`config.mk`:
```
export PLATFORM = sky130hd
export DESIGN_NAME = iwdt_decoder
export DESIGN_NICKNAME = d
export VERILOG_FILES = /design/src/logic/iwdt_pkg.sv /design/src/logic/iwdt_decoder.sv
export SDC_FILE = /design/constraint.sdc
export NUM_CORES = 1
export LEC_CHECK = 0
export ABC_AREA = 1
export BUFFER_PORTS_ARGS = -buffer_cell sky130_fd_sc_hd__buf_4
export CAP_MARGIN = 20
export CORE_ASPECT_RATIO = 0.9
export CORE_MARGIN = 2
export CORE_UTILIZATION = 40
export DETAILED_ROUTE_END_ITERATION = 16
export HOLD_SLACK_MARGIN = 0.1
export PLACE_DENSITY = 0.69
export SYNTH_ARGS = -nofsm -noshare
export SYNTH_HDL_FRONTEND = slang
export SYNTH_SLANG_ARGS = --single-unit
export TNS_END_PERCENT = 30
```
`constraint.sdc`:
```
create_clock -name clk -period 4.9 [get_ports clk]
set_clock_uncertainty 0.2 [all_clocks]
set_input_delay 0.735 -clock clk [delete_from_list [all_inputs] [get_ports clk]]
set_output_delay 0.735 -clock clk [all_outputs]
set_load 0.01 [all_outputs]
```
`src/logic/iwdt_pkg.sv`:
```
// Constants, opcode map and decode helpers for the instruction word decoder.
// Assumes a 24-bit program word and a 32-bit classic Wishbone register port.
package iwdt_pkg;

  // ==========================================================================
  // Word format
  localparam int WORD_W = 24;
  localparam int POS_OPC = 16;
  localparam int WID_OPC = 8;

  // ==========================================================================
  // Opcode map; class is picked by the upper nibble, by the whole opcode when that nibble is zero
  localparam logic [7:0] OP_NOP = 8'h00;
  localparam logic [7:0] OP_BRANCH = 8'h01;
  localparam logic [7:0] OP_BRANCH_COMP = 8'h02;
  localparam logic [7:0] OP_INDIRECT = 8'h03;
  localparam logic [7:0] OP_TBL_RD = 8'h04;
  localparam logic [7:0] OP_TBL_WR = 8'h05;
  localparam logic [7:0] OP_RETURN = 8'h06;
  localparam logic [7:0] OP_IRET = 8'h07;
  localparam logic [7:0] OP_COND_BRANCH = 8'h08;
  localparam logic [7:0] OP_SKIP = 8'h09;
  localparam logic [7:0] OP_DMOVE = 8'h0a;
  localparam logic [7:0] OP_DW_GOTO = 8'h0c;
  localparam logic [7:0] OP_DW_CALL = 8'h0d;
  localparam logic [7:0] OP_DW_LOOP = 8'h0e;

  // ==========================================================================
  // Operand field positions and widths
  localparam int POS_SIZE = 0;
  localparam int POS_SHADOW = 2;
  localparam int POS_OPT = 3;
  localparam int POS_FILE = 0;
  localparam int WID_FILE = 13;
  localparam int POS_FDEST = 13;
  localparam int POS_WS = 0;
  localparam int POS_WSM = 4;
  localparam int POS_WD3 = 6;
  localparam int POS_WDM3 = 10;
  localparam int POS_WB = 12;
  localparam int POS_WDL = 5;
  localparam int POS_WDML = 9;
  localparam int POS_UNSIGNED_TEN_BIT_LITERAL = 4;
  localparam int POS_AWB = 15;
  localparam int POS_PAIR = 12;
  localparam int POS_WX = 8;
  localparam int POS_WXD = 6;
  localparam int POS_WY = 2;
  localparam int POS_WYD = 0;
  localparam int POS_SHSRC = 6;
  localparam int POS_SHIFT = 7;
  localparam int POS_ADDR_HI = 0;
  localparam logic [9:0] BYTE_LIT_MAX = 10'h0ff;

  // Operand size codes in opcode bits 1:0; word is the default
  localparam logic [1:0] SIZE_WORD = 2'h0;
  localparam logic [1:0] SIZE_BYTE = 2'h1;
  localparam logic [1:0] SIZE_DWORD = 2'h2;

  // ==========================================================================
  // Timing counts in instruction cycles
  localparam logic [1:0] NOPS_ONE = 2'h1;
  localparam logic [1:0] NOPS_TWO = 2'h2;
  localparam logic [1:0] CYC_ONE = 2'h1;
  localparam logic [1:0] CYC_TWO = 2'h2;
  localparam logic [1:0] CYC_THREE = 2'h3;

  // ==========================================================================
  // Register map, reset values and bit positions
  localparam logic [7:0] ADR_CTRL = 8'h00;
  localparam logic [7:0] ADR_STATUS = 8'h04;
  localparam logic [7:0] ADR_FLAGS = 8'h08;
  localparam logic [7:0] ADR_LASTOP = 8'h0c;
  localparam logic [7:0] ADR_CYCLES = 8'h10;
  localparam logic RST_ENABLE = 1'b1;
  localparam logic [8:0] RST_FLAGS = 9'h000;
  localparam int ERR_SECOND_WORD = 0;
  localparam int ERR_ADDR_ODD = 1;
  localparam int ERR_LIT_RANGE = 2;
  localparam int ERR_ILLEGAL = 3;
  // Flag order: carry, digit carry, negative, overflow, zero, then accumulators
  localparam int FLAG_DIGIT_CARRY = 1;
  localparam int FLAG_OVERFLOW = 3;
  localparam int FLAG_ACC_A_OVERFLOW = 5;
  localparam int FLAG_ACC_SATURATE_B = 8;

  typedef enum logic [4:0] {
    CL_NOP, CL_BRANCH, CL_INDIRECT, CL_TABLE, CL_RETURN, CL_IRET, CL_CONDBR,
    CL_SKIP, CL_DMOVE, CL_DWORD, CL_FILE, CL_W3, CL_BIT, CL_LITU, CL_LITS,
    CL_LIT16, CL_LITAR, CL_MAC, CL_ACC, CL_ILLEGAL
  } iwdt_class_e;

  typedef enum logic [1:0] {PH_IDLE, PH_WAIT2, PH_SKIP, PH_SKIP2} iwdt_phase_e;

  // Opcode to instruction class
  function automatic iwdt_class_e classOf(input logic [7:0] op);
    iwdt_class_e c;
    c = CL_ILLEGAL;
    case (op[7:4])
      4'h0: begin
        case (op)
          OP_NOP: c = CL_NOP;
          OP_BRANCH, OP_BRANCH_COMP: c = CL_BRANCH;
          OP_INDIRECT: c = CL_INDIRECT;
          OP_TBL_RD, OP_TBL_WR: c = CL_TABLE;
          OP_RETURN: c = CL_RETURN;
          OP_IRET: c = CL_IRET;
          OP_COND_BRANCH: c = CL_CONDBR;
          OP_SKIP: c = CL_SKIP;
          OP_DMOVE: c = CL_DMOVE;
          OP_DW_GOTO, OP_DW_CALL, OP_DW_LOOP: c = CL_DWORD;
          default: c = CL_ILLEGAL;
        endcase
      end
      4'h1: c = CL_FILE;
      4'h2: c = CL_W3;
      4'h3: c = CL_BIT;
      4'h4: c = CL_LITU;
      4'h5: c = CL_LITS;
      4'h6: c = CL_LIT16;
      4'h7: c = CL_LITAR;
      4'h8: c = CL_MAC;
      4'h9: c = CL_ACC;
      default: c = CL_ILLEGAL;
    endcase
    return c;
  endfunction : classOf

  // Extra no-operation cycles after the first one
  function automatic logic [1:0] nopsFor(input iwdt_class_e c, input logic condTrue);
    logic [1:0] n;
    n = 2'h0;
    case (c)
      CL_BRANCH, CL_INDIRECT, CL_TABLE, CL_DMOVE: n = NOPS_ONE;
      CL_RETURN, CL_IRET: n = NOPS_TWO;
      CL_CONDBR: n = condTrue ? NOPS_ONE : 2'h0;
      default: n = 2'h0;
    endcase
    return n;
  endfunction : nopsFor

endpackage : iwdt_pkg

```
`src/logic/iwdt_decoder.sv`:
```
// Instruction word decoder with cycle timing and a Wishbone register port.
// Assumes fetch presents one 24-bit word per accept and the datapath reports
// condition results and flag updates in the same cycle as the related word.
//
// The implementer's own choices: the placing of the registers and the Wishbone slave port.
`timescale 1ns/1ps
`default_nettype none

// How it works
// - Accept 24-bit words; three opcodes use two
// - Top eight bits are the opcode
// - Second word must have zero top byte
// - A lone second word decodes as no-op
// - Taken condition or jump adds one no-op
// - Branches, tables, returns take two or three
// - Taken skip costs two, three over double-word
// - Double-word instructions and moves take two cycles
// - File operations decode address and destination choice
// - File address spans zero to 0x1FFF
// - Three register operands with address modes decoded
// - Bit number from literal or base register
// - Multiply class decodes accumulator, pair, prefetches
// - Write-back is W13 or post-incremented indirect
// - Unsigned ten-bit literal limited in byte mode
// - Program address literal always even
// - Signed literals sign-extended two's complement
// - Integer and per-accumulator status flags kept
// - Accumulator ops decode operand and shift source
// - Byte, double, word size and shadow select
// - Literal arithmetic destination only when separate
module iwdt_decoder (
  input wire logic clk,
  input wire logic rst,
  input wire logic instrValid,
  input wire logic [23:0] instrWord,
  input wire logic condTrue,
  input wire logic flagLoad,
  input wire logic [8:0] flagIn,
  input wire logic [7:0] wb_adr_i,
  input wire logic [31:0] wb_dat_i,
  input wire logic wb_we_i,
  input wire logic [3:0] wb_sel_i,
  input wire logic wb_cyc_i,
  input wire logic wb_stb_i,
  output logic [31:0] wb_dat_o,
  output logic wb_ack_o,
  output logic instrReady,
  output logic decValid,
  output logic execNop,
  output logic [7:0] opcodeOut,
  output logic [4:0] instrClass,
  output logic [1:0] sizeSel,
  output logic shadowSel,
  output logic [12:0] fileAddr,
  output logic fileDestIsFile,
  output logic [3:0] baseOperandReg,
  output logic [3:0] sourceOperandReg,
  output logic [1:0] srcMode,
  output logic [3:0] destOperandReg,
  output logic [1:0] destMode,
  output logic destSeparate,
  output logic [3:0] bitSelectField,
  output logic bitFromReg,
  output logic accSel,
  output logic [2:0] mulPair,
  output logic [3:0] xPrefetch,
  output logic [1:0] xPrefetchDest,
  output logic [3:0] yPrefetch,
  output logic [1:0] yPrefetchDest,
  output logic accWritebackTarget,
  output logic shiftFromLiteral,
  output logic [3:0] shiftCountReg,
  output logic [5:0] shiftLiteral,
  output logic [9:0] unsignedTenBitLiteral,
  output logic [15:0] signedTenBitLiteral,
  output logic [15:0] signedSixteenBitLiteral,
  output logic [22:0] programAddressLiteral,
  output logic [8:0] statusFlags
);

  // ==========================================================================
  // State
  typedef struct packed {
    iwdt_pkg::iwdt_phase_e phase;
    logic [1:0] nopCnt;
    logic instrReady;
    logic decValid;
    logic execNop;
    logic [15:0] word1;
    logic [7:0] opcode;
    iwdt_pkg::iwdt_class_e cls;
    logic [1:0] sizeSel;
    logic shadowSel;
    logic [12:0] fileAddr;
    logic fileDestIsFile;
    logic [3:0] baseReg;
    logic [3:0] srcReg;
    logic [1:0] srcMode;
    logic [3:0] destReg;
    logic [1:0] destMode;
    logic destSeparate;
    logic [3:0] bitSel;
    logic bitFromReg;
    logic accSel;
    logic [2:0] mulPair;
    logic [3:0] xPre;
    logic [1:0] xDest;
    logic [3:0] yPre;
    logic [1:0] yDest;
    logic acc_writeback_target;
    logic shiftFromLit;
    logic [3:0] shiftReg;
    logic [5:0] shiftLit;
    logic [9:0] litU10;
    logic [15:0] litS10;
    logic [15:0] litS16;
    logic [22:0] progAddr;
    logic [8:0] flags;
    logic [3:0] errs;
    logic enable;
    logic [1:0] lastCycles;
    logic ack;
    logic [31:0] rdata;
  } iwdt_state_s;

  iwdt_state_s state_q;
  iwdt_state_s state_d;

  // Write mask from byte lanes
  function automatic logic [31:0] laneMask(input logic [3:0] sel);
    return {{8{sel[3]}}, {8{sel[2]}}, {8{sel[1]}}, {8{sel[0]}}};
  endfunction : laneMask

  logic accept;
  logic [7:0] opIn;
  iwdt_pkg::iwdt_class_e clsIn;
  assign accept = state_q.instrReady & instrValid;
  assign opIn = instrWord[iwdt_pkg::POS_OPC +: iwdt_pkg::WID_OPC];
  assign clsIn = iwdt_pkg::classOf(opIn);

  // ==========================================================================
  // Next state: decode, timing, register port
  always_comb begin
    logic [3:0] errSet;
    logic [31:0] mask;
    logic [22:0] addr;
    logic wrHit;
    errSet = 4'h0;
    mask = laneMask(wb_sel_i);
    addr = 23'h00_0000;
    wrHit = 1'b0;
    state_d = state_q;
    state_d.decValid = 1'b0;
    // Pending no-op slots drain one per cycle
    state_d.execNop = (state_q.nopCnt != 2'h0);
    if (state_q.nopCnt != 2'h0) begin
      state_d.nopCnt = state_q.nopCnt - 2'h1;
    end
    case (state_q.phase)
      iwdt_pkg::PH_IDLE: begin
        if (accept) begin
          state_d.opcode = opIn;
          state_d.cls = clsIn;
          state_d.sizeSel = opIn[iwdt_pkg::POS_SIZE +: 2];
          state_d.shadowSel = opIn[iwdt_pkg::POS_SHADOW];
          // Every view is extracted; the class says which ones matter
          state_d.fileAddr = instrWord[iwdt_pkg::POS_FILE +: iwdt_pkg::WID_FILE];
          state_d.fileDestIsFile = instrWord[iwdt_pkg::POS_FDEST];
          state_d.baseReg = instrWord[iwdt_pkg::POS_WB +: 4];
          state_d.srcReg = instrWord[iwdt_pkg::POS_WS +: 4];
          state_d.srcMode = instrWord[iwdt_pkg::POS_WSM +: 2];
          state_d.destReg = instrWord[iwdt_pkg::POS_WD3 +: 4];
          state_d.destMode = instrWord[iwdt_pkg::POS_WDM3 +: 2];
          state_d.destSeparate = 1'b1;
          state_d.bitSel = instrWord[iwdt_pkg::POS_WB +: 4];
          state_d.bitFromReg = opIn[iwdt_pkg::POS_OPT];
          state_d.accSel = opIn[iwdt_pkg::POS_OPT];
          state_d.mulPair = instrWord[iwdt_pkg::POS_PAIR +: 3];
          state_d.xPre = instrWord[iwdt_pkg::POS_WX +: 4];
          state_d.xDest = instrWord[iwdt_pkg::POS_WXD +: 2];
          state_d.yPre = instrWord[iwdt_pkg::POS_WY +: 4];
          state_d.yDest = instrWord[iwdt_pkg::POS_WYD +: 2];
          state_d.acc_writeback_target = instrWord[iwdt_pkg::POS_AWB];
          state_d.shiftFromLit = instrWord[iwdt_pkg::POS_SHSRC];
          state_d.shiftReg = instrWord[iwdt_pkg::POS_SHIFT +: 4];
          state_d.shiftLit = instrWord[iwdt_pkg::POS_SHIFT +: 6];
          state_d.litU10 = instrWord[iwdt_pkg::POS_UNSIGNED_TEN_BIT_LITERAL +: 10];
          // Sign extension from the literal's top bit
          state_d.litS10 = {{6{instrWord[iwdt_pkg::POS_UNSIGNED_TEN_BIT_LITERAL + 9]}},
                            instrWord[iwdt_pkg::POS_UNSIGNED_TEN_BIT_LITERAL +: 10]};
          state_d.litS16 = instrWord[15:0];
          state_d.lastCycles = iwdt_pkg::CYC_ONE + iwdt_pkg::nopsFor(clsIn, condTrue);
          // Class-specific destination and checks
          case (clsIn)
            iwdt_pkg::CL_LITU, iwdt_pkg::CL_LITS: begin
              state_d.destReg = instrWord[iwdt_pkg::POS_WS +: 4];
              if (clsIn == iwdt_pkg::CL_LITU && opIn[1:0] == iwdt_pkg::SIZE_BYTE &&
                  instrWord[iwdt_pkg::POS_UNSIGNED_TEN_BIT_LITERAL +: 10] > iwdt_pkg::BYTE_LIT_MAX) begin
                errSet[iwdt_pkg::ERR_LIT_RANGE] = 1'b1;
              end
            end
            iwdt_pkg::CL_LIT16: begin
              state_d.destReg = opIn[3:0];
              state_d.sizeSel = iwdt_pkg::SIZE_WORD;
            end
            iwdt_pkg::CL_LITAR: begin
              // Without a separate destination the base register is written
              state_d.destSeparate = opIn[iwdt_pkg::POS_OPT];
              state_d.destReg = opIn[iwdt_pkg::POS_OPT] ?
                                instrWord[iwdt_pkg::POS_WDL +: 4] :
                                instrWord[iwdt_pkg::POS_WB +: 4];
              state_d.destMode = opIn[iwdt_pkg::POS_OPT] ?
                                 instrWord[iwdt_pkg::POS_WDML +: 2] : 2'h0;
            end
            iwdt_pkg::CL_ILLEGAL: begin
              errSet[iwdt_pkg::ERR_ILLEGAL] = 1'b1;
            end
            default: begin
            end
          endcase
          case (clsIn)
            iwdt_pkg::CL_DWORD: begin
              // Hold the first half until its partner arrives
              state_d.word1 = instrWord[15:0];
              state_d.phase = iwdt_pkg::PH_WAIT2;
            end
            iwdt_pkg::CL_SKIP: begin
              state_d.decValid = 1'b1;
              state_d.lastCycles = iwdt_pkg::CYC_ONE;
              if (condTrue) begin
                state_d.phase = iwdt_pkg::PH_SKIP;
              end
            end
            default: begin
              // Lone zero-opcode words land here as plain no-ops
              state_d.decValid = 1'b1;
              state_d.nopCnt = iwdt_pkg::nopsFor(clsIn, condTrue);
            end
          endcase
        end
      end
      iwdt_pkg::PH_WAIT2: begin
        if (accept) begin
          if (opIn != iwdt_pkg::OP_NOP) begin
            errSet[iwdt_pkg::ERR_SECOND_WORD] = 1'b1;
          end
          addr = {instrWord[iwdt_pkg::POS_ADDR_HI +: 7], state_q.word1};
          if (addr[0]) begin
            errSet[iwdt_pkg::ERR_ADDR_ODD] = 1'b1;
          end
          // Odd target would break fetch alignment, so bit 0 is forced low
          state_d.progAddr = {addr[22:1], 1'b0};
          state_d.decValid = 1'b1;
          state_d.lastCycles = iwdt_pkg::CYC_TWO;
          state_d.phase = iwdt_pkg::PH_IDLE;
        end
      end
      iwdt_pkg::PH_SKIP: begin
        if (accept) begin
          // Skipped word shows as a no-op slot
          state_d.execNop = 1'b1;
          if (clsIn == iwdt_pkg::CL_DWORD) begin
            state_d.lastCycles = iwdt_pkg::CYC_THREE;
            state_d.phase = iwdt_pkg::PH_SKIP2;
          end else begin
            state_d.lastCycles = iwdt_pkg::CYC_TWO;
            state_d.phase = iwdt_pkg::PH_IDLE;
          end
        end
      end
      iwdt_pkg::PH_SKIP2: begin
        if (accept) begin
          state_d.execNop = 1'b1;
          state_d.phase = iwdt_pkg::PH_IDLE;
        end
      end
      default: begin
        state_d.phase = iwdt_pkg::PH_IDLE;
      end
    endcase

    // Bus: ack one cycle after request, write at the edge that sees ack
    state_d.ack = wb_cyc_i & wb_stb_i & ~state_q.ack;
    wrHit = wb_cyc_i & wb_stb_i & wb_we_i & state_q.ack;
    state_d.errs = state_q.errs;
    if (wrHit && wb_adr_i == iwdt_pkg::ADR_STATUS) begin
      state_d.errs = state_q.errs & ~(wb_dat_i[3:0] & mask[3:0]);
    end
    // Hardware set wins over a same-cycle clear
    state_d.errs = state_d.errs | errSet;
    if (wrHit && wb_adr_i == iwdt_pkg::ADR_CTRL && wb_sel_i[0]) begin
      state_d.enable = wb_dat_i[0];
    end
    if (wrHit && wb_adr_i == iwdt_pkg::ADR_FLAGS) begin
      state_d.flags = (state_q.flags & ~mask[8:0]) | (wb_dat_i[8:0] & mask[8:0]);
    end
    // Datapath update takes priority over software
    if (flagLoad) begin
      state_d.flags = flagIn;
    end
    state_d.rdata = 32'h0000_0000;
    case (wb_adr_i)
      iwdt_pkg::ADR_CTRL: state_d.rdata[0] = state_q.enable;
      iwdt_pkg::ADR_STATUS: state_d.rdata[3:0] = state_q.errs;
      iwdt_pkg::ADR_FLAGS: state_d.rdata[8:0] = state_q.flags;
      iwdt_pkg::ADR_LASTOP: state_d.rdata[12:0] = {state_q.cls, state_q.opcode};
      iwdt_pkg::ADR_CYCLES: state_d.rdata[1:0] = state_q.lastCycles;
      default: state_d.rdata = 32'h0000_0000;
    endcase
    // Fetch stalls while no-op slots drain or software halts decode
    state_d.instrReady = state_d.enable & (state_d.nopCnt == 2'h0);
  end

  // ==========================================================================
  // Registers
  always_ff @(posedge clk) begin
    if (rst) begin
      state_q <= '0;
      state_q.phase <= iwdt_pkg::PH_IDLE;
      state_q.cls <= iwdt_pkg::CL_NOP;
      state_q.enable <= iwdt_pkg::RST_ENABLE;
      state_q.flags <= iwdt_pkg::RST_FLAGS;
    end else begin
      state_q <= state_d;
    end
  end

  // ==========================================================================
  // Outputs straight from the state register
  assign wb_dat_o = state_q.rdata;
  assign wb_ack_o = state_q.ack;
  assign instrReady = state_q.instrReady;
  assign decValid = state_q.decValid;
  assign execNop = state_q.execNop;
  assign opcodeOut = state_q.opcode;
  assign instrClass = state_q.cls;
  assign sizeSel = state_q.sizeSel;
  assign shadowSel = state_q.shadowSel;
  assign fileAddr = state_q.fileAddr;
  assign fileDestIsFile = state_q.fileDestIsFile;
  assign baseOperandReg = state_q.baseReg;
  assign sourceOperandReg = state_q.srcReg;
  assign srcMode = state_q.srcMode;
  assign destOperandReg = state_q.destReg;
  assign destMode = state_q.destMode;
  assign destSeparate = state_q.destSeparate;
  assign bitSelectField = state_q.bitSel;
  assign bitFromReg = state_q.bitFromReg;
  assign accSel = state_q.accSel;
  assign mulPair = state_q.mulPair;
  assign xPrefetch = state_q.xPre;
  assign xPrefetchDest = state_q.xDest;
  assign yPrefetch = state_q.yPre;
  assign yPrefetchDest = state_q.yDest;
  assign accWritebackTarget = state_q.acc_writeback_target;
  assign shiftFromLiteral = state_q.shiftFromLit;
  assign shiftCountReg = state_q.shiftReg;
  assign shiftLiteral = state_q.shiftLit;
  assign unsignedTenBitLiteral = state_q.litU10;
  assign signedTenBitLiteral = state_q.litS10;
  assign signedSixteenBitLiteral = state_q.litS16;
  assign programAddressLiteral = state_q.progAddr;
  assign statusFlags = state_q.flags;

  logic idleAcc;
  assign idleAcc = accept && state_q.phase == iwdt_pkg::PH_IDLE;
endmodule : iwdt_decoder

`default_nettype wire

```
# ---- After elaboration in Yosys (flattened, before gate mapping)
# Memories as Yosys holds them, arrays and structs flattened.
# Cells that the tools add are included.
dict set report classes {
  n_mul 0
  magnitude_cmp 1
  n_div 0
  n_bitwise 16
  reduce_logical 26
  shifts 0
  mux 49
  add_sub_neg 2
  eq_ne 37
}
# cell n
set op_table {}
lappend op_table {{one-hot mux 5 bit (10 select lines)} 1}
lappend op_table {{two-way mux 2 bit} 19}
lappend op_table {{equality test 5 x 4 -> 1 bit, second input constant} 5}
lappend op_table {{one-hot mux 2 bit (3 select lines)} 4}
lappend op_table {{equality test 5 x 3 -> 1 bit, second input constant} 4}
lappend op_table {{AND 9 bit} 2}
lappend op_table {{two-way mux 9 bit} 2}
lappend op_table {{equality test 4 x 3 -> 1 bit, second input constant} 4}
lappend op_table {{equality test 8 x 4 -> 1 bit, second input constant} 2}
lappend op_table {{two-way mux 1 bit} 13}
lappend op_table {{two-way mux 4 bit} 3}
lappend op_table {{one-hot mux 4 bit (3 select lines)} 1}
lappend op_table {{OR reduction 2 bit} 6}
lappend op_table {{equality test 5 x 2 -> 1 bit, second input constant} 2}
lappend op_table {{equality test 5 bit, second input constant} 2}
lappend op_table {{greater-than comparator 10 x 8 -> 1 bit, second input constant} 1}
lappend op_table {{one-hot mux 5 bit (2 select lines)} 1}
lappend op_table {{inverter 9 bit} 1}
lappend op_table {{bitwise OR 9 bit} 1}
lappend op_table {{AND 4 bit} 2}
lappend op_table {{equality test 4 x 2 -> 1 bit, second input constant} 2}
lappend op_table {{equality test 4 bit, second input constant} 2}
lappend op_table {{equality test 8 x 3 -> 1 bit, second input constant} 1}
lappend op_table {{equality test 8 x 5 -> 1 bit, second input constant} 1}
lappend op_table {{other kinds (31)} 49}
dict set report totals {
  mem_count 1
  rom_bits 80
  ram_bits 0
  reg_bits 205
  wordCells 172
  latchBits 0
  out_inout_bits 190
  input_bits 85
}
# name depth word_bits read_ports rd_clocked_by_memory_dff wr line_no
set memory_table {}
lappend memory_table {{(no name shown)} 16 5 1 0 0 iwdt_pkg.sv:101} ;# case (op)

# ---- Longest topological paths before layout
# Gate-level depths: netlist (run 1).
dict set report depth {
  word_depth 11
  depth_mapped 15
  ltp_nobuf 15
}

# ---- Least setup slack after synthesis (run 1)
# Ideal clock, no wire load.
dict set report synth_timing {
  kind {input-to-reg}
  start {in instrWord[16]}
  end {reg state_q[194] (netlist bit)}
  path_slack_ps 2669
  arrival_ps 1915
  setup_time_ps 116
  n_path_buf 1
  cell_stages 12
  required_time_ps 4584
  path_cell_list {inv_1 ha_1 nand2_1 nand3_1 nand2_1 nand2_4 nand3_2 nor2_4 nand2_2 buf_6 o21ai_1 a21oi_1}
}
dict set report synth_between {
  elab_chain_cells 4
}
# item line_no
set synth_lines {}
lappend synth_lines {{from (decl)} iwdt_decoder.sv:35} ;# input wire logic [23:0] instrWord,
lappend synth_lines {{memory read (16 x 5 bit)} -}
lappend synth_lines {{one-hot mux 5 bit (10 select lines)} iwdt_pkg.sv:99} ;# case (op[7:4])
lappend synth_lines {{equality test 5 x 4 -> 1 bit} iwdt_decoder.sv:221} ;# case (clsIn)
lappend synth_lines {{AND reduction 3 bit (no line)} -}
lappend synth_lines {{to (signal assigned)} iwdt_decoder.sv:324} ;# state_q <= state_d;
lappend synth_lines {{to (decl)} iwdt_decoder.sv:126} ;# iwdt_state_s state_q;
# Every way passes these cells.
# A chain may end at the register's enable or synchronous reset.

==> results of run 1 <==
[worst paths after layout]
check / start / endpoint / slack, ns / depth (start not counted)
worst min-delay path: state_q[194] / state_q[194] / 0.25 / 2
worst max register to register: state_q[216] / state_q[39] / 2.27 / 9
worst min register to register: state_q[194] / state_q[194] / 0.25 / 2
worst max-delay path: wb_adr_i[7] / register / 2.26 / 10
[placed cells by master (no fill, tap or decap), drive strengths merged, types with 2 or more instances in the layout]
cell type  count
nor3           4
clkinvlp       4
buf          232
dfxtp        113
bufinv         2
o2111ai        2
nor2          83
clkbuf        18
a22oi          5
nand2        129
nand4         11
conb          20
a41oi          2
ha            10
o21ai         88
a21oi         83
inv           78
o211ai         3
nand3         32
clkinv         7
[per-layer routing]
layer / vias up / wire (um)
met2: 220 / 7790
met1: 2400 / 7020
met5: - / 0
li1: 2697 / -
met4: 0 / 255
met3: 21 / 1540
[critical path, cell delays in order]
cell and delay, ns:
buf_4 0.10, or2_1 0.24, nor2_1 0.17, nand3_1 0.12, nor2_1 0.60, nand3_1 0.21, nand2_1 0.28, inv_1 0.13
nand2_1 0.07, a21oi_1 0.06
[state kept, by name, summed over array words and instances, names as in the netlist, 4 cells and up, named ones only]
signal                 cells
state_q                   27
programAddressLiteral     22
wb_dat_o                  13
fileAddr                  12
opcodeOut                  8
instrClass                 5
bitSelectField             4
destOperandReg             4
[power groups by stage]
stage	clock [mW]	sequential (mW)	combinational [mW]
3_3_place_gp	0	1.00	0.343
2_1_floorplan	0	0.994	0.258
6_report	1.23	0.983	0.345
3_5_place_dp	0	1.00	0.346
5_1_grt	1.30	0.988	0.377
4_1_cts	1.26	0.984	0.347
[metrics by stage]
stage / area (um^2) / total power, mW
after detailed placement: 6870 / 1.35
final: 7460 / 2.56
after CTS: 7460 / 2.59
after floorplan: 6350 / 1.25
after global placement: 6870 / 1.35
after global routing: 7460 / 2.66
[cell type report]
class / count / area share (%)
Clock buffer: 18 / 5.88
Sequential cell: 113 / 30.3
Inverter: 77 / 3.89
Multi-Input combinational cell: 479 / 31.1
Tap cell: 202 / 3.39
Clock inverter: 14 / 2.10
Timing Repair Buffer: 232 / 23.3
Antenna cell: 1 / 0.0335
[kinds of logic after synthesis]
family / share of synthesized area [%]
buf+inv: 28.3
simple gates: 17.8
compound gates: 15.8
flops: 36.0
fa+ha+maj: 1.99
other cells: 0.0597
==> out/metrics.csv, run 1 <==
stage,metric,value,unit
timing,setup_tns,0,ns
pwr,Clock power frac,48.1,%
final_layout,Nets,1015,
timing,setup ws final,2.26,ns
logic_synthesis,Async SR Flop Fraction,0,%
logic_synthesis,post-synthesis register bit count,113,
drt,number of routed nets with antenna violations,0,
pwr,Int Pwr,1.87,mW
pwr,Reg power frac,38.4,%
clocking,depth of the CTS H-tree,4,
final_layout,area of the multi-input gates,2320,um^2
logic_synthesis,Mapped Cells,858,
global_route,GRT Overall Usage,19.6,%
final_layout,fin util,48.5,%
place,port bufs,229,
timing,RSZ-0062 raised after global routing,no,
timing,fmax,379,MHz
timing,Hold Slack,0.247,ns
clocking,CTS Buf Count,17,
clocking,CTS Root Buffer Type,clkbuf_16,
logic_synthesis,synth cell count leaders,"181 x buf_4, 122 x nand2_1, 113 x dfxtp_1",
drt,Starting DRT DRC Count,374,
drt,first-pass iteration count of the detailed router,6,
worst_setup_path,kind of end point of the critical path,register,
logic_synthesis,"Seq/Total Area, Yosys",36.0,%
clocking,clk slew on worst S/H paths,0.06,ns
final_layout,area growth from synthesis to final layout,18.8,%
worst_setup_path,Setup crit start kind,input pin,
global_route,layer with the highest usage,met2,
die,# IOs,275,
pwr,Psw,690,uW
logic_synthesis,Post-synth EDFFs,0,
clocking,Hold Buf Count CTS,0,
place,placed insts,1103,
worst_setup_path,required time of the critical path,4.99,ns
drt,Vias/cell,4.70,
clocking,Post-CTS Setup Bufs,0,
die,Core Region,15400,um^2
timing,Final Hold Vio Count,0,
worst_hold_path,Min-Delay Path Class,reg2reg,
die,# rows,43,
timing,relative slew slack,48.8,%
clocking,clk sinks,113,
drt,DR WL/cell,14.6,um
die,Die W,136,um
global_route,largest net degree at the start of global routing,45,
die,Initial Utilization,40.8,%
global_route,met2 Usage GRT,32.4,%
global_route,GRT overflow,0,
worst_setup_path,critical path class,in2reg,
logic_synthesis,Most used DFF post-synth,dfxtp_1,
final_layout,Post-Layout Cell Count,1136,
pwr,leakage,3.61,nW
clocking,post-CTS sizing,0,
drt,remaining routing DRC violations,0,
place,setup slack after placement,1.85,ns
pwr,Combinational Power Share,13.5,%
place,HPWL Detailed,12100,um
logic_synthesis,mapped cell area,6280,um^2
global_route,first-pass GRT wire length,25200,um
die,Die ar.,16700,um^2
global_route,met1 Use GR,24.0,%
logic_synthesis,share of the synthesized area in the top cell type,36.0,%
pwr,Power Dens Cells,343,nW/um^2
worst_setup_path,crit-path max FO,12,
timing,Tmin final,2.64,ns
timing,Finish-stage setup viols,0,
logic_synthesis,most area-consuming cells after synthesis,"dfxtp_1 36%, buf_4 22%, nand2_1 7.3%",
outcome,status,"finished, final reports clean",
pwr,Net Sw Frac,26.9,%
logic_synthesis,Synth Area per Inst,7.32,um^2
die,die height,123,um
drt,vias,5338,
clocking,CTS tree,built,
job,Max-Cap Viols,0,
global_route,met3 Use GR,6.07,%
clocking,CTS max path bufs,2,
clocking,clk_lat worst skew,0.42,ns
global_route,antenna violations before repair,1,
worst_setup_path,critical path data arrival time,2.73,ns
logic_synthesis,Synth warnings,0,
pwr,largest vdd supply drop,0.000253,V
drt,final WL,16600,um
timing,Slew @ Worst Pin,0.765,ns
final_layout,share of cells above drive strength 1,31.0,%
final_layout,FILL cells,1556,
logic_synthesis,unique cell type count in the Yosys netlist,36,
global_route,vias in the first global route,4813,
final_layout,Seq. cell area,2260,um^2
timing,fin crit share,53.9,%
timing,Final Max Slew Viols,0,
place,routability cong.,0.889,
logic_synthesis,post-synth top area cell,dfxtp_1,
logic_synthesis,most frequent cell after synthesis,buf_4,
Note: power is estimated with default switching activity, not from simulation.
==> inputs of run 2 (changes only) <==
PLACE_DENSITY = 0.72   (was 0.69)
clock period = 2.4 ns   (was 4.9 ns; I/O delays follow)
==> out/metrics.csv, run 2 (synthesis gave the netlist of run 1 again) <==
stage,metric,value,unit
outcome,status,"finished, final reports clean",
die,Die W,136,um
worst_setup_path,required time of the critical path,2.51,ns
die,# rows,43,
drt,number of routed nets with antenna violations,0,
pwr,largest vdd supply drop,0.000466,V
final_layout,"commonest non-fill, non-tap cells in the layout","245 x buf_4, 120 x nand2_1, 113 x dfxtp_1",
timing,Final Max Slew Viols,0,
worst_setup_path,"Max stage delay cell, worst path",dlygate4sd3_1,
die,die height,123,um
final_layout,FILL cells,1516,
timing,Final Hold Vio Count,0,
drt,first-pass iteration count of the detailed router,5,
timing,setup ws final,0.111,ns
global_route,GRT Overall Usage,21.0,%
final_layout,"most common cell after layout, fill and taps aside",buf_4,
final_layout,area growth from synthesis to final layout,30.2,%
final_layout,flip-flop count of the largest register after layout,27,
worst_setup_path,Setup crit start kind,input pin,
die,# IOs,275,
timing,Hold Slack,0.134,ns
global_route,GRT overflow,0,
clocking,clk_lat worst skew,0.42,ns
clocking,CTS Buf Count,17,
drt,Starting DRT DRC Count,331,
clocking,clk sinks,113,
drt,vias,5589,
drt,Vias/cell,4.67,
worst_hold_path,Min-Delay Path Class,in2reg,
timing,fin crit share,95.4,%
drt,final WL,18000,um
worst_setup_path,kind of end point of the critical path,register,
drt,remaining routing DRC violations,0,
global_route,first-pass GRT wire length,26600,um
timing,Finish-stage setup viols,0,
final_layout,Seq. cell area,2260,um^2
clocking,CTS Root Buffer Type,clkbuf_16,
global_route,antenna violations before repair,0,
worst_setup_path,crit-path max FO,8,
pwr,leakage,3.94,nW
final_layout,area of the multi-input gates,2410,um^2
final_layout,n_diodes,0,
drt,DR WL/cell,15.0,um
worst_setup_path,critical path class,in2reg,
worst_setup_path,CP max stage delay,0.57,ns
worst_setup_path,worst path cell trace,"dlygate4sd3_1, buf_4, nor2_4, nand2_2, nor2_2, nand2_2, nand2_4, nand3_4, nor2_4, nand2_4, clkbuf_16, o21ai_1, a21oi_1",
clocking,CTS max path bufs,2,
worst_setup_path,reg2reg setup slack,0.18,ns
place,port bufs,229,
global_route,vias in the first global route,5156,
die,Initial Utilization,40.8,%
place,routability cong.,0.904,
timing,fmax,437,MHz
timing,Tmin final,2.29,ns
place,HPWL Detailed,12600,um
global_route,largest net degree at the start of global routing,62,
clocking,clk slew on worst S/H paths,0.06,ns
clocking,depth of the CTS H-tree,4,
final_layout,Nets,1076,
clocking,CTS tree,built,
final_layout,largest reg by FF count,state_q,
job,Max-Cap Viols,0,
pwr,Power Dens Cells,657,nW/um^2
die,Core Region,15400,um^2
place,setup slack after placement,0.155,ns
die,Die ar.,16700,um^2
final_layout,share of cells above drive strength 1,32.2,%
worst_setup_path,critical path data arrival time,2.40,ns
-- run 2: changes by cell type in the layout (fill, tap and decap cells not counted), moves of 3 or more --
cell / previous run / this run
buf_4: 232 / 245
clkbuf_1: 0 / 4
clkinv_2: 2 / 5
clkinv_4: 4 / 0
dlygate4sd3_1: 0 / 40
inv_1: 70 / 67
nor2_1: 77 / 73
nor2_4: 1 / 5
o21ai_0: 73 / 68
o21ai_2: 1 / 4
-- run 2: power breakdown --
| part | switching, mW | internal [mW] | total, mW |
|---|---|---|---|
| registers | 0.0664 | 1.94 | 2.01 |
| clock network | 0.903 | 1.65 | 2.55 |
| logic | 0.423 | 0.385 | 0.808 |
-- run 2: layout make-up --
class	count	share of cell area [%]
multi-input combinational	479	29.4
timing repair buffer	293	29.1
sequential	113	27.7
clock buffer	22	5.55
inverter	77	3.59
tap	202	3.09
clock inverter	10	1.64
-- run 2: final timing paths --
check / startpoint / endpoint / cells past startpoint
hold / removal: wb_adr_i[5] / wb_dat_o[1] / 4
setup reg to reg: state_q[216] / state_q[39] / 8
hold reg to reg: state_q[194] / state_q[194] / 2
setup / recovery: instrWord[22] / state_q[201] / 13
-- run 2: metrics by stage --
step / std cells / TNS [ns] / util, % / power (mW) / instance area (um^2)
floorplan: 877 / 0 / - / 2.56 / 6350
global placement: 1113 / 0 / 45.3 / 2.77 / 6970
detailed placement: 1113 / 0 / 45.3 / 2.77 / 6970
CTS: 1187 / 0 / 51.8 / 5.39 / 7980
global route: 1196 / -0.0302 / 53.2 / 5.59 / 8180
finish: 1196 / 0 / 53.2 / 5.37 / 8180
-- run 2: what timing repair did --
action	4_1_cts	5_1_grt
setup endpoints to repair	0	28
gates resized for setup	0	33
endpoints found under the hold margin	60	0
setup buffers	0	7
hold buffers	42	0
-- run 2: worst max-delay path, delay by kind of cell --
kind | cells | cell delay (ns)
AO/OA/AOI/OAI | 2 | 0.17
AND/OR/NAND/NOR | 8 | 0.93
buffers and inverters | 3 | 0.94
-- run 2: metal layers --
metal  GRT usage (%)  wire length, um  vias to the layer above
li1                -                -                     2818
met3            5.13             1120                       28
met1            24.4             7730                     2542
met2            37.4             8810                      201
met5               0                0                        -
met4            8.14              333                        0
==> inputs of run 3 (changes only) <==
ABC_AREA = default   (was 1)
GPL_ROUTABILITY_DRIVEN = 0   (was default)
==> out/metrics.csv, run 3 <==
stage,metric,value,unit
outcome,status,"finished, final reports clean",
drt,Vias/cell,4.84,
timing,relative slew slack,64.6,%
die,Die W,137,um
logic_synthesis,post-synthesis register bit count,113,
pwr,leakage,3.69,nW
worst_setup_path,required time of the critical path,2.53,ns
logic_synthesis,multiplexer share of the synthesized area,4.03,%
die,# rows,43,
logic_synthesis,Post-synth EDFFs,0,
worst_hold_path,hold path depth,4,
pwr,largest vdd supply drop,0.000492,V
logic_synthesis,largest family of logic cells by synthesized area,buffers and inverters,
final_layout,share of cells above drive strength 1,34.8,%
job,Max-Cap Viols,0,
worst_hold_path,Min-Delay Path Class,in2reg,
place,DP Area,7250,um^2
drt,Starting DRT DRC Count,337,
global_route,largest net degree at the start of global routing,40,
die,die height,123,um
final_layout,largest reg by FF count,state_q,
timing,fmax,441,MHz
global_route,antenna violations before repair,0,
timing,Finish-stage setup viols,0,
clocking,clk slew on worst S/H paths,0.05,ns
clocking,CTS max path bufs,2,
global_route,first-pass GRT wire length,25800,um
worst_setup_path,critical path data arrival time,2.40,ns
final_layout,FILL cells,1427,
logic_synthesis,Most used DFF post-synth,dfxtp_1,
place,port bufs,229,
timing,setup_tns,0,ns
logic_synthesis,Synth Area in Compound Gates,15.1,%
final_layout,area growth from synthesis to final layout,30.5,%
place,setup slack after placement,-0.207,ns
logic_synthesis,Synth Area in XOR/XNOR,0.276,%
clocking,CTS Buf Count,17,
timing,Tmin final,2.27,ns
global_route,vias in the first global route,5063,
final_layout,post-route design area,8270,um^2
clocking,clk_lat worst skew,0.42,ns
worst_setup_path,Setup crit start kind,input pin,
worst_setup_path,worst path cell trace,"dlygate4sd3_1, buf_4, or4_1, or4b_1, mux2i_1, a211oi_1",
pwr,total power,5.37,mW
timing,Final Hold Vio Count,0,
timing,fin crit share,94.5,%
timing,RSZ-0062 raised after global routing,no,
final_layout,Nets,1021,
logic_synthesis,post-synth top area cell,dfxtp_1,
place,HPWL Detailed,12300,um
worst_setup_path,WP buf/inv,2,
timing,Slew @ Worst Pin,0.528,ns
timing,Final Max Slew Viols,0,
worst_setup_path,"Max stage delay cell, worst path",dlygate4sd3_1,
clocking,clk sinks,113,
logic_synthesis,Synth Area per Inst,7.95,um^2
global_route,GRT overflow,0,
drt,DR WL/cell,15.1,um
worst_setup_path,crit-path max FO,4,
global_route,GRT Overall Usage,19.9,%
die,# IOs,275,
logic_synthesis,most frequent cell after synthesis,buf_4,
worst_setup_path,critical path class,in2reg,
logic_synthesis,share of the synthesized area in the top cell type,35.7,%
worst_setup_path,launch point of the worst reg-to-reg path,state_q[215],
worst_setup_path,CP top delay family,simple AND/OR/NAND/NOR gates,
clocking,CTS tree,built,
timing,setup ws final,0.131,ns
clocking,depth of the CTS H-tree,4,
die,Initial Utilization,41.1,%
worst_setup_path,reg2reg setup slack,0.17,ns
die,Die ar.,16900,um^2
worst_setup_path,CP max stage delay,0.54,ns
drt,number of routed nets with antenna violations,0,
logic_synthesis,Synth Area in Adders,2.13,%
pwr,Power Dens Cells,650,nW/um^2
die,Core Region,15400,um^2
logic_synthesis,"Seq/Total Area, Yosys",35.7,%
final_layout,Seq. cell area,2260,um^2
drt,remaining routing DRC violations,0,
logic_synthesis,Synth warnings,0,
logic_synthesis,most area-consuming cells after synthesis,"dfxtp_1 36%, buf_4 21%, nand2_1 8.7%",
logic_synthesis,mapped cell area,6340,um^2
logic_synthesis,synth cell count leaders,"180 x buf_4, 147 x nand2_1, 113 x dfxtp_1",
logic_synthesis,Async SR Flop Fraction,0,%
final_layout,flip-flop count of the largest register after layout,27,
drt,vias,5515,
worst_hold_path,Hold Startpoint,instrWord[17],
worst_setup_path,worst r2r path cells,8,
final_layout,"commonest non-fill, non-tap cells in the layout","273 x buf_4, 147 x nand2_1, 112 x dfxtp_1",
drt,first-pass iteration count of the detailed router,5,
final_layout,Post-Layout Cell Count,1140,
logic_synthesis,Mapped Cells,797,
worst_hold_path,Worst Hold Path EP,sizeSel[1],
place,placed insts,1071,
logic_synthesis,unique cell type count in the Yosys netlist,58,
worst_setup_path,Critical R2R Capture,state_q[215],
final_layout,"most common cell after layout, fill and taps aside",buf_4,
worst_setup_path,kind of end point of the critical path,register,
final_layout,n_diodes,0,
final_layout,area of the multi-input gates,2630,um^2
drt,final WL,17200,um
logic_synthesis,Simple-Gate Fraction of Synth Area,18.2,%
clocking,CTS Root Buffer Type,clkbuf_16,
run 3: cell count changes after synthesis, sizes merged, moves of 5 or more:
cell	delta
and3	+9
clkbuf	+13
o21ai	-72
nor2	-38
nand2	+18
nor3	+5
and2	+5
a211oi	+16
inv	-65
nand4	-10
nand3	-25
nor2b	+9
or4	+5
mux2i	+21
run 3: metrics by stage:
step	util (%)	hold slack (ns)
3_3_place_gp	47.0	0.238
6_report	53.6	0.146
5_1_grt	53.6	0.160
3_5_place_dp	47.0	0.244
2_1_floorplan	-	0.232
4_1_cts	53.4	0.120
run 3: cell families (layout without fill, tap and decap cells):
family	count (synthesis)	count (layout)
and+or+nand+nor	259	259
buffers and inverters	232	354
AOI/OAI and AO/OA	154	154
DFF	113	113
muxes	25	25
adders and majority gates	11	11
xor gates and xnor gates	2	2
other	1	20
run 3: layout make-up:
class                           instances  area share (%)
Sequential cell                       113            27.4
Inverter                               10           0.454
Clock buffer                           21            5.57
Clock inverter                         10            1.92
Multi-Input combinational cell        471            31.8
Timing Repair Buffer                  313            29.9
Tap cell                              202            3.06
run 3: how the worst max path moves through the flow:
stage                            start            to  slack [ns]  cells past startpoint
after floorplan            wb_adr_i[1]    instrReady       -0.03                      5
after global routing      state_q[215]  state_q[215]        0.03                      8
final                      wb_adr_i[6]    instrReady        0.13                      6
after CTS                 state_q[215]  state_q[215]        0.03                      8
after global placement     wb_adr_i[1]    instrReady       -0.19                      6
after detailed placement   wb_adr_i[1]    instrReady       -0.21                      6
run 3: worst min-delay path, cell delays in order:
cell,delay (ns)
buf_4,0.12
buf_4,0.11
a22oi_1,0.05
nor2_1,0.07
run 3: timing repair:
item | in CTS | in global routing
setup endpoints to repair | 0 | 2
setup buffers | 0 | 0
resized for setup | 0 | 6
hold endpoints to repair | 57 | 0
hold buffers | 38 | 0
run 3: where the power goes:
part	switching (mW)	internal, mW	leakage [nW]	total [mW]
Clock	0.863	1.78	0.299	2.64
Combinational	0.376	0.372	2.47	0.748
Sequential	0.0522	1.93	0.918	1.98
Total	1.29	4.08	3.69	5.37
run 3: metal layers:
layer / GRT usage [%] / part of all wire [%] / vias to the layer above
li1: - / - / 2728
met1: 25.5 / 44 / 2562
met2: 31.0 / 47 / 203
met3: 6.44 / 7.3 / 22
met4: 7.88 / 1.5 / 0
met5: 0 / 0 / -
